$ cat config.mk
export PLATFORM = sky130hd
export DESIGN_NAME = dwcv_write_path
export DESIGN_NICKNAME = d
export VERILOG_FILES = /design/src/dwcv_write_path.v /design/src/dwcv_sync.v /design/src/dwcv_edge.v
export VERILOG_INCLUDE_DIRS = /design/src /design/src/src
export SDC_FILE = /design/constraint.sdc
export NUM_CORES = 1
export LEC_CHECK = 0
export BUFFER_PORTS_ARGS = -buffer_cell sky130_fd_sc_hd__buf_4
export CORE_ASPECT_RATIO = 1.75
export CORE_MARGIN = 2
export CORE_UTILIZATION = 56
export CTS_CLUSTER_DIAMETER = 60
export DETAILED_ROUTE_END_ITERATION = 7
export GPL_TIMING_DRIVEN = 0
export MAX_ROUTING_LAYER = met4
export PLACE_DENSITY = 0.74
export SLEW_MARGIN = 20
export SYNTH_ARGS = -nofsm -noshare
export SYNTH_HDL_FRONTEND = slang
export SYNTH_HIERARCHICAL = 1
export SYNTH_SLANG_ARGS = --single-unit
$ cat constraint.sdc
create_clock -name core_clk -period 4.9 [get_ports core_clk]
set_input_delay 0.245 -clock core_clk [delete_from_list [all_inputs] [get_ports core_clk]]
set_output_delay 0.245 -clock core_clk [all_outputs]
set_load 0.005 [all_outputs]
$ cat src/dwcv_defs.vh
/*
 * constants for the write-path capture block: mode field codes, burst
 * lengths, column spacing, strobe window, register map and bus timing.
 * assumes plain Verilog-2005 and inclusion by bare name.
 */
`ifndef DWCV_DEFS_VH
`define DWCV_DEFS_VH

// burst length selection field codes
`define DWCV_BL_FIXED8      2'b00
`define DWCV_BL_OTF         2'b01
`define DWCV_BL_FIXED4      2'b10

// beats per burst
`define DWCV_BEATS8         4'h8
`define DWCV_BEATS4         4'h4

// ck cycles of data after write latency
`define DWCV_DATA_CK8       8'h04
`define DWCV_DATA_CK4       8'h02

// column spacing with crc and 1-clock preamble
`define DWCV_CCD_CRC        8'h05
// spacing forbidden in 2-clock preamble mode
`define DWCV_CCD_FORBID     8'h06
// cas write latency forbidden in 2-clock preamble mode
`define DWCV_CWL_FORBID     8'h09

// strobe tolerance window in transition edges
`define DWCV_DQS_WIN        4'h6

// register byte addresses
`define DWCV_REG_MODE       4'h0
`define DWCV_REG_TIMING     4'h4
`define DWCV_REG_STATUS     4'h8
`define DWCV_REG_LASTWR     4'hc

// mode register fields
`define DWCV_MODE_BL_LSB    0
`define DWCV_MODE_CRC_BIT   2
`define DWCV_MODE_DM_BIT    3
`define DWCV_MODE_PRE2_BIT  4

// timing register fields
`define DWCV_TIM_CWL_LSB    0
`define DWCV_TIM_WR_LSB     8
`define DWCV_TIM_WTR_LSB    16
`define DWCV_TIM_CRCDM_LSB  24

// reset values
`define DWCV_MODE_RST       32'h0000_0000
`define DWCV_TIM_RST        32'h0303_0c09

// status bits
`define DWCV_ST_BUSY        0
`define DWCV_ST_VIOL        1
`define DWCV_ST_TAINT       2
`define DWCV_ST_SPACE_ERR   3
`define DWCV_ST_CWL_ERR     4
`define DWCV_ST_RECOV       5

// wait cycles of the slave on every access, in core cycles
`define DWCV_BUS_WAIT       2'h1

`endif

$ cat src/dwcv_write_path.v
/*
 * write-path tracker of the memory device: picks the burst length of each
 * write, times the data window against write latency, marks the end of
 * burst from which recovery is counted and write-to-read only reported, and confines
 * data timing faults and in-tolerance strobe faults to the write that carried them.
 * assumes ck, cmd and strobe pins come from the controller's domain and are
 * sampled here; ck is much slower than core_clk; registers over Avalon-MM.
 */
// The address map and the Avalon-MM interface to the registers were decided locally.
// Functional notes
// - mode 10 forces four-beat chop always
// - mode 00, or 01 with a12 high: eight
// - mode 01 with a12 low: four-beat chop
// - recovery counted from edge after last beat
// - minor violations never hang the device
// - setup/hold error taints only that location
// - strobe tolerance only without crc, otf
// - strobe within six edges of latency
// - read after offending write still served
// - same-bank writes after long spacing allowed
// - other-group writes after short spacing allowed
// - all banks idle clears taint state
`timescale 1ns/1ps
`include "dwcv_defs.vh"
module dwcv_write_path (
  input  wire        core_clk,
  input  wire        reset_n,
  // pins from the controller, asynchronous to core_clk
  input  wire        ck_pin,
  input  wire        wr_cmd_pin,
  input  wire        rd_cmd_pin,
  input  wire        pre_cmd_pin,
  input  wire        all_idle_pin,
  input  wire        a12_pin,
  input  wire        dqs_fault_pin,
  input  wire        dq_fault_pin,
  // avalon-mm slave
  input  wire [3:0]  avs_address,
  input  wire        avs_read,
  input  wire        avs_write,
  input  wire [31:0] avs_writedata,
  output reg  [31:0] avs_readdata,
  output reg         avs_waitrequest,
  // device side status
  output reg         burst_end_r,
  output reg         taint_r,
  output reg         rd_grant_r
);

  // synchronised pin levels
  wire ck_s;
  wire wr_s;
  wire rd_s;
  wire pre_s;
  wire idle_s;
  wire a12_s;
  wire dqsf_s;
  wire dqf_s;
  wire ck_rise;

  wire [7:0] pins_async;
  wire [7:0] pins_sync;
  assign pins_async = {ck_pin, wr_cmd_pin, rd_cmd_pin, pre_cmd_pin,
                       all_idle_pin, a12_pin, dqs_fault_pin, dq_fault_pin};
  assign {ck_s, wr_s, rd_s, pre_s, idle_s, a12_s, dqsf_s, dqf_s} = pins_sync;

  // every pin passes two flops before any logic reads it
  genvar gi;
  generate
    for (gi = 0; gi < 8; gi = gi + 1) begin : g_sync
      dwcv_sync u_sync (
        .core_clk (core_clk),
        .reset_n  (reset_n),
        .async_in (pins_async[gi]),
        .sync_out (pins_sync[gi])
      );
    end
  endgenerate

  dwcv_edge u_ck_edge (
    .core_clk (core_clk),
    .reset_n  (reset_n),
    .lvl_in   (ck_s),
    .rise     (ck_rise)
  );

  // burst length decode, shared by command capture and the end-of-burst line
  function [3:0] dwcv_beats;
    input [1:0] bl_mode;
    input       a12;
    begin
      case (bl_mode)
        `DWCV_BL_FIXED4: dwcv_beats = `DWCV_BEATS4;
        `DWCV_BL_OTF:    dwcv_beats = a12 ? `DWCV_BEATS8
                                          : `DWCV_BEATS4;
        default:         dwcv_beats = `DWCV_BEATS8;
      endcase
    end
  endfunction

  // software registers
  reg [31:0] mode_r;
  reg [31:0] timing_r;
  reg [31:0] lastwr_r;
  reg        viol_r;
  reg        space_err_r;
  reg        cwl_err_r;
  reg        recov_r;

  wire [1:0] bl_mode  = mode_r[`DWCV_MODE_BL_LSB+1:`DWCV_MODE_BL_LSB];
  wire       crc_en   = mode_r[`DWCV_MODE_CRC_BIT];
  wire       dm_en    = mode_r[`DWCV_MODE_DM_BIT];
  wire       pre2     = mode_r[`DWCV_MODE_PRE2_BIT];
  wire [7:0] cwl      = timing_r[`DWCV_TIM_CWL_LSB+7:`DWCV_TIM_CWL_LSB];
  wire [7:0] wr_nom   = timing_r[`DWCV_TIM_WR_LSB+7:`DWCV_TIM_WR_LSB];
  wire [7:0] wtr_nom  = timing_r[`DWCV_TIM_WTR_LSB+7:`DWCV_TIM_WTR_LSB];
  wire [7:0] crcdm_ad = timing_r[`DWCV_TIM_CRCDM_LSB+7:`DWCV_TIM_CRCDM_LSB];

  // write tracking state
  localparam ST_IDLE = 2'b00;
  localparam ST_LAT  = 2'b01;
  localparam ST_DATA = 2'b10;
  localparam ST_REC  = 2'b11;

  reg [1:0] state_r;
  reg [1:0] state_nxt;
  reg [7:0] cnt_r;
  reg [7:0] cnt_nxt;
  reg [7:0] gap_r;
  reg [3:0] beats_r;
  reg       chop_fixed_r;
  reg       bad_r;
  reg [7:0] rec_len_r;
  reg [7:0] wtr_len_r;

  // strobe tolerance: window is +/-six transitions, three ck cycles
  wire       tol_mode = ~crc_en & (bl_mode != `DWCV_BL_OTF);
  wire [7:0] win_ck   = {4'h0, `DWCV_DQS_WIN >> 1};
  wire       data_ck8 = (beats_r == `DWCV_BEATS8);
  wire [7:0] data_len = data_ck8 ? `DWCV_DATA_CK8 : `DWCV_DATA_CK4;
  wire       wr_go    = ck_rise & wr_s;
  // crc with mask lengthens both recovery and write-to-read
  wire [7:0] rec_len  = (crc_en & dm_en) ? wr_nom + crcdm_ad
                                         : wr_nom;
  wire [7:0] wtr_len  = (crc_en & dm_en) ? wtr_nom + crcdm_ad
                                         : wtr_nom;

  // one bit per ck rise for every write in flight, so that writes only
  // five clocks apart each report their own end of burst
  reg  [63:0] wr_line_r;
  reg  [63:0] len8_line_r;
  wire [7:0]  end8_ix = cwl + (`DWCV_DATA_CK8 - 8'h01);
  wire [7:0]  end4_ix = cwl + (`DWCV_DATA_CK4 - 8'h01);
  // limitation: a latency of 61 to 252 (63 to 254 for a four-beat chop) falls off the line and never ends
  wire        end8 = (end8_ix < 8'h40) & wr_line_r[end8_ix[5:0]] &
                     len8_line_r[end8_ix[5:0]];
  wire        end4 = (end4_ix < 8'h40) & wr_line_r[end4_ix[5:0]] &
                     ~len8_line_r[end4_ix[5:0]];

  // next state of the write tracker
  always @* begin
    state_nxt = state_r;
    cnt_nxt   = cnt_r;
    if (ck_rise) begin
      case (state_r)
        ST_IDLE: begin
          if (wr_s) begin
            state_nxt = ST_LAT;
            cnt_nxt   = cwl;
          end
        end
        ST_LAT: begin
          // a seamless write retimes the window to the newest command
          if (wr_s) begin
            state_nxt = ST_LAT;
            cnt_nxt   = cwl;
          end else if (cnt_r <= 8'h01) begin
            state_nxt = ST_DATA;
            cnt_nxt   = data_len;
          end else begin
            cnt_nxt = cnt_r - 8'h01;
          end
        end
        ST_DATA: begin
          if (wr_s) begin
            // back-to-back write restarts latency; device never stalls
            state_nxt = ST_LAT;
            cnt_nxt   = cwl;
          end else if (cnt_r <= 8'h01) begin
            state_nxt = ST_REC;
            cnt_nxt   = rec_len;
          end else begin
            cnt_nxt = cnt_r - 8'h01;
          end
        end
        ST_REC: begin
          if (wr_s) begin
            state_nxt = ST_LAT;
            cnt_nxt   = cwl;
          end else if (cnt_r <= 8'h01) begin
            state_nxt = ST_IDLE;
            cnt_nxt   = 8'h00;
          end else begin
            cnt_nxt = cnt_r - 8'h01;
          end
        end
        default: begin
          state_nxt = ST_IDLE;
          cnt_nxt   = 8'h00;
        end
      endcase
    end
  end

  // tracker registers and burst capture
  always @(posedge core_clk or negedge reset_n) begin
    if (!reset_n) begin
      state_r      <= ST_IDLE;
      cnt_r        <= 8'h00;
      gap_r        <= 8'hff;
      beats_r      <= `DWCV_BEATS8;
      chop_fixed_r <= 1'b0;
      bad_r        <= 1'b0;
      rec_len_r    <= 8'h00;
      wtr_len_r    <= 8'h00;
      wr_line_r    <= 64'h0000_0000_0000_0000;
      len8_line_r  <= 64'h0000_0000_0000_0000;
      burst_end_r  <= 1'b0;
      rd_grant_r   <= 1'b0;
    end else begin
      state_r     <= state_nxt;
      cnt_r       <= cnt_nxt;
      burst_end_r <= ck_rise & (end8 | end4);
      // shift every ck rise; bit 0 is the command just taken
      if (ck_rise) begin
        wr_line_r   <= {wr_line_r[62:0], wr_s};
        len8_line_r <= {len8_line_r[62:0],
                        dwcv_beats(bl_mode, a12_s) == `DWCV_BEATS8};
      end
      // reads are always served, even after an offending write
      rd_grant_r  <= ck_rise & rd_s;
      if (wr_go) begin
        beats_r      <= dwcv_beats(bl_mode, a12_s);
        chop_fixed_r <= (bl_mode == `DWCV_BL_FIXED4);
        // gap then equals the ck rises between two commands
        gap_r        <= 8'h01;
        rec_len_r    <= rec_len;
        wtr_len_r    <= wtr_len;
        bad_r        <= 1'b0;
      end else if (ck_rise && gap_r != 8'hff) begin
        gap_r <= gap_r + 8'h01;
      end
      // faults only mark the write in flight
      if (ck_rise && (state_r == ST_DATA || state_r == ST_LAT) &&
          (dqf_s || (dqsf_s && tol_mode && cnt_r <= win_ck)))
        bad_r <= 1'b1;
    end
  end

  // taint tracking: set wins over the idle clear
  wire dqs_major = ck_rise & dqsf_s & ~(tol_mode & (cnt_r <= win_ck)) &
                   (state_r == ST_LAT);
  wire taint_set = burst_end_r & bad_r;
  always @(posedge core_clk or negedge reset_n) begin
    if (!reset_n) begin
      taint_r <= 1'b0;
      viol_r  <= 1'b0;
      recov_r <= 1'b0;
    end else begin
      if (taint_set)
        taint_r <= 1'b1;
      else if (ck_rise & pre_s & idle_s)
        taint_r <= 1'b0;
      // major violation is sticky until a full reset
      if (dqs_major)
        viol_r <= 1'b1;
      if (burst_end_r)
        recov_r <= chop_fixed_r;
    end
  end

  // controller-side spacing checks, reported only
  wire space_bad = wr_go & pre2 & crc_en &
                   (gap_r == `DWCV_CCD_FORBID);
  wire cwl_bad   = wr_go & pre2 & (cwl <= `DWCV_CWL_FORBID);

  // avalon-mm slave: one wait cycle on every access
  reg [1:0] wait_r;
  wire      acc = avs_read | avs_write;
  wire      ack = acc & (wait_r == `DWCV_BUS_WAIT);
  always @(posedge core_clk or negedge reset_n) begin
    if (!reset_n) begin
      wait_r          <= 2'h0;
      avs_waitrequest <= 1'b1;
      avs_readdata    <= 32'h0000_0000;
      mode_r          <= `DWCV_MODE_RST;
      timing_r        <= `DWCV_TIM_RST;
      lastwr_r        <= 32'h0000_0000;
      space_err_r     <= 1'b0;
      cwl_err_r       <= 1'b0;
    end else begin
      avs_waitrequest <= ~(acc & (wait_r == 2'h0));
      wait_r          <= (acc & ~ack) ? wait_r + 2'h1 : 2'h0;
      if (space_bad)
        space_err_r <= 1'b1;
      else if (ack & avs_write & (avs_address == `DWCV_REG_STATUS) &
               avs_writedata[`DWCV_ST_SPACE_ERR])
        space_err_r <= 1'b0;
      if (cwl_bad)
        cwl_err_r <= 1'b1;
      else if (ack & avs_write & (avs_address == `DWCV_REG_STATUS) &
               avs_writedata[`DWCV_ST_CWL_ERR])
        cwl_err_r <= 1'b0;
      if (burst_end_r)
        lastwr_r <= {8'h00, rec_len_r, wtr_len_r, 4'h0, beats_r};
      if (ack & avs_write) begin
        case (avs_address)
          `DWCV_REG_MODE:   mode_r   <= avs_writedata;
          `DWCV_REG_TIMING: timing_r <= avs_writedata;
          default: ;
        endcase
      end
      // loaded on the first request cycle so the word already stands
      // at the edge where waitrequest is sampled low
      if (avs_read & (wait_r == 2'h0)) begin
        case (avs_address)
          `DWCV_REG_MODE:   avs_readdata <= mode_r;
          `DWCV_REG_TIMING: avs_readdata <= timing_r;
          `DWCV_REG_STATUS: avs_readdata <= {26'h0, recov_r, cwl_err_r,
                                             space_err_r, taint_r,
                                             viol_r, (state_r != ST_IDLE)};
          `DWCV_REG_LASTWR: avs_readdata <= lastwr_r;
          default:          avs_readdata <= 32'h0000_0000;
        endcase
      end
    end
  end

endmodule

$ cat src/dwcv_sync.v
/*
 * two-flop synchroniser for one level from another clock domain.
 * assumes the input is a plain level; no logic reads the first stage.
 */
`timescale 1ns/1ps
module dwcv_sync (
  input  wire core_clk,
  input  wire reset_n,
  input  wire async_in,
  output reg  sync_out
);

  reg meta_r;

  // second stage is the only reader of the first
  always @(posedge core_clk or negedge reset_n) begin
    if (!reset_n) begin
      meta_r   <= 1'b0;
      sync_out <= 1'b0;
    end else begin
      meta_r   <= async_in;
      sync_out <= meta_r;
    end
  end

endmodule

$ cat src/dwcv_edge.v
/*
 * rising-edge finder on a synchronised link clock.
 * assumes lvl_in is already synchronised to core_clk.
 */
`timescale 1ns/1ps
module dwcv_edge (
  input  wire core_clk,
  input  wire reset_n,
  input  wire lvl_in,
  output wire rise
);

  reg last_r;

  // remembers the previous level to find the low-to-high step
  always @(posedge core_clk or negedge reset_n) begin
    if (!reset_n)
      last_r <= 1'b0;
    else
      last_r <= lvl_in;
  end

  assign rise = lvl_in & ~last_r;

endmodule

# == After elaboration in Yosys (flattened, before gate mapping) ==
# Index checks and enable logic that the tools add are counted.
# word_totals
register_bits,311
input_bits,48
out_inout_bits,36
wordCells,171
# op_classes
add_sub_neg,7
n_lt_le_gt_ge,7
eq_ne,18
muxes,42
bitwise_logic,37
reduce_logical,20
# ops
operator,n
32-bit case mux with 4 select lines,1
8-bit two-way mux,11
8-bit case mux with 4 select lines,1
1-bit bitwise AND,29
1-bit binary-select mux with 6-bit select,4
8-bit by 1-bit adder with 8-bit output (second input constant),2
8-bit adder,2
4-bit == test (second input constant),4
8-bit by 7-bit < comparator with 1-bit output (second input constant),2
2-bit two-way mux,8
6-bit by 7-bit < comparator with 1-bit output (second input constant),2
1-bit two-way mux,12
2-bit nonzero test,6
3-bit by 2-bit != test with 1-bit output (second input constant),3
8-bit by 2-bit adder with 8-bit output (second input constant),1
8-bit by 3-bit == test with 1-bit output (second input constant),1
8-bit by 1-bit less-or-equal comparator with 1-bit output (second input constant),1
8-bit by 2-bit less-or-equal comparator with 1-bit output (second input constant),1
8-bit by 4-bit less-or-equal comparator with 1-bit output (second input constant),1
4-bit two-way mux,2
8-bit != test (second input constant),1
2-bit case mux with 4 select lines,1
4-bit case mux with 2 select lines,1
8-bit by 1-bit subtractor with 8-bit output (second input constant),1
14 further kinds,33

# == Logic depth before layout (Yosys ltp) ==
# depth
word_depth,7
ltp_mapped,14
depth_no_buf,11

# == Hierarchy ==
# The synthesis kept the hierarchy.
# modules_own_cells
mod,instances,cells_per_inst,area_each_um2,seq_area_each_um2
dwcv_write_path,1,1279,14112.3,7279.5
dwcv_sync,8,2,50.0,50.0
dwcv_edge,1,2,38.8,25.0

# == Least setup slack after synthesis ==
# OpenSTA, ideal clock, no wires.
# synth_timing
path_kind,register to register
from,register timing_r[0]
to,register burst_end_r
setup_ns,0.121
arrival_ns,2.905
t_required_ns,4.779
path_slack_ns,1.874
stages_incl_launch_ff,14
n_path_buf,5
period_less_slack_ns,3.026
cell_sequence,dfstp_2 -> buf_6 -> buf_4 -> inv_2 -> buf_2 -> ha_1 -> clkbuf_1 -> buf_2 -> mux4_2 -> nor3b_1 -> nor3_1 -> a22oi_1 -> o22ai_1 -> a22o_1
# synth_via
elab_chain_cells,7
word_cells_on_any_way,19
classes_between,2 x add/sub; 2 x order compare; 8 x mux; 7 x bitwise
# synth_rtl
element,line_no,source
from (decl),dwcv_write_path.v:103,reg [31:0] timing_r;
from (signal assigned),dwcv_write_path.v:297,timing_r <= `DWCV_TIM_RST;
from (signal assigned),dwcv_write_path.v:319,`DWCV_REG_TIMING: timing_r <= avs_writedata;
8-bit by 2-bit adder with 8-bit output or 8-bit by 1-bit adder with 8-bit output (tied branches),"dwcv_write_path.v:152, dwcv_write_path.v:153",
1-bit binary-select mux with 6-bit select (on tied branches),"dwcv_write_path.v:155, dwcv_write_path.v:157, dwcv_write_path.v:158",
1-bit two-way mux (on tied branches),"dwcv_write_path.v:155, dwcv_write_path.v:157, dwcv_write_path.v:158",
"1-bit bitwise AND, or another cell as far along",dwcv_write_path.v:155,wire end8 = (end8_ix < 8'h40) & wr_line_r[end8_ix[5:0]] &
1-bit bitwise AND (on tied branches),"dwcv_write_path.v:155, dwcv_write_path.v:157",
1-bit OR (*),dwcv_write_path.v:233,burst_end_r <= ck_rise & (end8 | end4);
1-bit bitwise AND (*),dwcv_write_path.v:233,
to (signal assigned),dwcv_write_path.v:233,
to (decl),dwcv_write_path.v:45,"output reg burst_end_r,"
# Every way passes the cells marked *; elsewhere a longest branch is shown, timed or not. The select of a mux whose other input is x is not followed.
# A chain may end at the register's enable or synchronous reset.

# == Worst setup path in the final report ==
# Same ends and word-level chain as after synthesis.

==> results.py <==
metrics = {
    "run_status": {
        "outcome": "completed",
    },
    "final_layout": {
        "fin_util_pct": 66.2,
        "multi_input_area_sq_mm": 0.00630,
        "final_layout_size_suffix_gt1_share_pct": 24.7,
        "fillCellCount": 2011,
        "fin_cells": 1797,
        "layout.nets": 1535,
        "syn_to_final_growth_pct": 17.3,
        "regArea_sq_mm": 0.00770,
        "antennaDiodeCount": 0,
    },
    "clocking": {
        "clk_pin_slew_ns": 0.07,
        "clock_latency_ns": 0.56,
        "cts_made_buffers": 28,
        "cts_tree": "built",
        "cts_setup_buffers": 0,
        "ctsResizeCount": 0,
        "cts_sinks": 307,
        "root_buffer": "clkbuf_16",
        "h-tree-depth": 1,
        "clock_path_buffers": 3,
    },
    "power": {
        "p_seq_share_pct": 41.1,
        "internal-power_uw": 5700,
        "power_density_mw_per_mm2": 517,
        "netSwitchingFraction_pct": 35.3,
        "ir_drop_mv": 0.327,
        "p_leak_uw": 0.00779,
        "pwr-share-clk_pct": 26.0,
        "p_switching_uw": 3110,
        "p_comb_share_pct": 32.9,
    },
    "floorplan": {
        "num_rows": 78,
        "io_pins": 84,
        "dieWidth_um": 126,
        "dieHeight_um": 217,
        "core_sq_mm": 0.0258,
        "start_util_pct": 56.5,
        "die_area_sq_mm": 0.0273,
    },
    "global_routing": {
        "grt_overflow": 0,
        "grt_pass1_wl_um": 60800,
        "grt_max_degree": 91,
        "grt_use_total_pct": 29.2,
        "antenna_found_initial": 0,
        "grt_pass1_vias": 11280,
    },
    "timing": {
        "period_share_pct": 83.2,
        "slew_headroom_pct": 18.7,
        "max_freq_mhz": 245,
        "fin_setup_tns_ns": 0,
        "rsz0062_at_grt": "false",
        "final_max_slew_viol_count": 0,
        "skew_ns": 0.0138,
        "worst_slew_pin_slew_ns": 1.21,
        "worst_hold_slack_ns": 0.226,
        "setup_viol": 0,
        "hold_viol_final": 0,
        "min_period_ns": 4.08,
    },
    "synthesis": {
        "syn_inst": 1297,
        "synthSimpleGateAreaFrac_pct": 9.23,
        "syn_nets": 1376,
        "synth_edf_count": 0,
        "synth-xor-area-share_pct": 1.56,
        "async_reset_ff_share_pct": 100,
        "synth_mux_area_share_pct": 16.2,
        "synth_ff_type": "dfrtp_1",
        "synth_top_family_by_area": "multiplexers",
        "yosysWarnings": 6,
        "synthAdderAreaFrac_pct": 2.77,
        "netlist_area_sq_mm": 0.0146,
        "ys_seq_area_share_pct": 52.9,
        "yosysTopAreaCell": "dfrtp_1",
        "ys_ff_latch": 307,
        "yosysTopAreaCellShare_pct": 49.7,
        "synthDistinctLibCells": 61,
        "synth.area.top_cells": "dfrtp_1, mux2_2, nand2_1",
        "synth-compound-area-share_pct": 13.5,
        "postSynthAreaPerCell_sq_um": 11.2,
    },
    "flow_run": {
        "cap_violations": 0,
    },
    "hold_path": {
        "hp-class": "primary input to flop",
    },
    "worst_setup_path": {
        "worstSetupPathType": "flop to flop",
        "path_max_fanout": 10,
        "cp.arrival_ns": 4.53,
        "critPathLaunchType": "flop",
        "cp.required_ns": 5.35,
        "crit_path_end_kind": "flop",
    },
    "detailed_routing": {
        "routed-via-count": 10971,
        "drtIter0Drc": 728,
        "route.detailed.drc": 0,
        "routed_wl_um": 38700,
        "postRouteAntennaNets": 0,
        "post_drt_wl_per_cell_um": 21.5,
        "firstDrtPassIters": 6,
        "via_per_inst": 6.11,
    },
    "placement": {
        "gp_congestion": 0.906,
        "io_buffers": 83,
        "placedCellCount": 1703,
        "dp_hpwl_um": 28100,
    },
}
## cells by family after synthesis
| kind of cell | count (synthesis) |
|---|---|
| buf+inv | 128 |
| mux | 197 |
| simple gates | 296 |
| xor+xnor | 26 |
| fa+ha+maj | 31 |
| compound gates | 312 |
| flops | 307 |
## flip-flops by register name, indices dropped and copies added (netlist names), 18 cells and up
signal        count
wr_line_r        64
len8_line_r      64
timing_r         32
lastwr_r         18
avs_readdata     32
mode_r           32
## layer usage
metal	vias to the layer above	share of wire, %	global-route usage (%)	routed length, um
li1	4979	-	-	-
met1	5472	35	29.8	13400
met2	371	54	53.2	20900
met3	149	4.6	3.64	1800
met4	0	6.5	17.2	2530
met5	-	0	-	0
## cell usage in the layout, fill, tap and decap left out, types with 21 or more instances in the layout
master,instances
nor2_1,40
buf_4,85
xnor2_1,21
mux2_2,175
o21ai_0,114
nand2_1,158
clkbuf_16,29
and3_1,29
o32ai_1,22
inv_1,52
a22o_1,28
clkbuf_1,53
ha_1,29
dfrtp_1,289
dlygate4sd3_1,43
a21oi_1,61
## power by group through the flow
stage / Sequential, uW / Clock [uW] / Combinational (uW)
after detailed placement: 3650 / 0 / 2830
after floorplan: 3470 / 0 / 2020
final: 3630 / 2290 / 2900
after CTS: 3610 / 2320 / 2860
after global routing: 3690 / 2430 / 3130
after global placement: 3630 / 0 / 2750
## metrics by stage
step | power, uW | instance area (sq um) | worst slack, ns
after floorplan | 5490 | 14600 | 1.87
after global placement | 6370 | 15600 | 0.917
after CTS | 8800 | 17100 | 0.891
after detailed placement | 6490 | 15700 | 0.921
after global routing | 9240 | 17100 | 0.735
final | 8820 | 17100 | 0.823
## Yosys cell counts, types with 14 or more instances
cell type / count
buf_2: 16
a21oi_1: 61
inv_1: 52
o21ai_0: 114
nand2_1: 158
mux2_2: 175
a31oi_1: 18
nor2_1: 40
dfrtp_1: 289
a22oi_1: 14
dfstp_2: 18
a22o_1: 28
xnor2_1: 21
nand3_1: 17
and3_1: 29
ha_1: 29
clkbuf_1: 47
o32ai_1: 22
nand2b_1: 14
## worst paths after layout
kind	start	endpoint	slack, ns	cells after the start
worst min-delay path	avs_address[2]	avs_readdata[0]	0.23	4
min in group asynchronous	reset_n	lastwr_r[17]	0.24	2
worst min register to register	g_sync[6].u_sync/meta_r	g_sync[6].u_sync/sync_out	0.35	0
max in group asynchronous	reset_n	timing_r[11]	3.11	5
worst max-delay path	timing_r[0]	burst_end_r	0.82	13
worst max register to register	timing_r[0]	burst_end_r	0.82	13
## critical path, cell delays in order (launching register included)
cell,delay (ns)
dfstp_2,0.57
buf_6,0.15
buf_4,0.22
inv_2,0.15
buf_2,0.25
ha_1,0.37
clkbuf_1,0.50
buf_2,0.44
mux4_2,0.43
nor3b_1,0.24
nor3_1,0.12
a22oi_1,0.20
o22ai_1,0.10
a22o_1,0.23
## area by class of cell
cell class              count  area share, %
flip-flops and latches    307           45.2
multi-input cells         862           36.9
repair buffers            129           6.70
clock inverters            10          0.770
inverters                  54           1.19
plain buffers              74           2.03
clock buffers              41           4.87
well taps                 320           2.35
## repair_timing
item / CTS / global route
endpoints found under the setup margin: 0 / 0
hold endpoints to repair: 139 / 0
hold buffers: 43 / 0
Note: power is estimated with default switching activity, not from simulation.
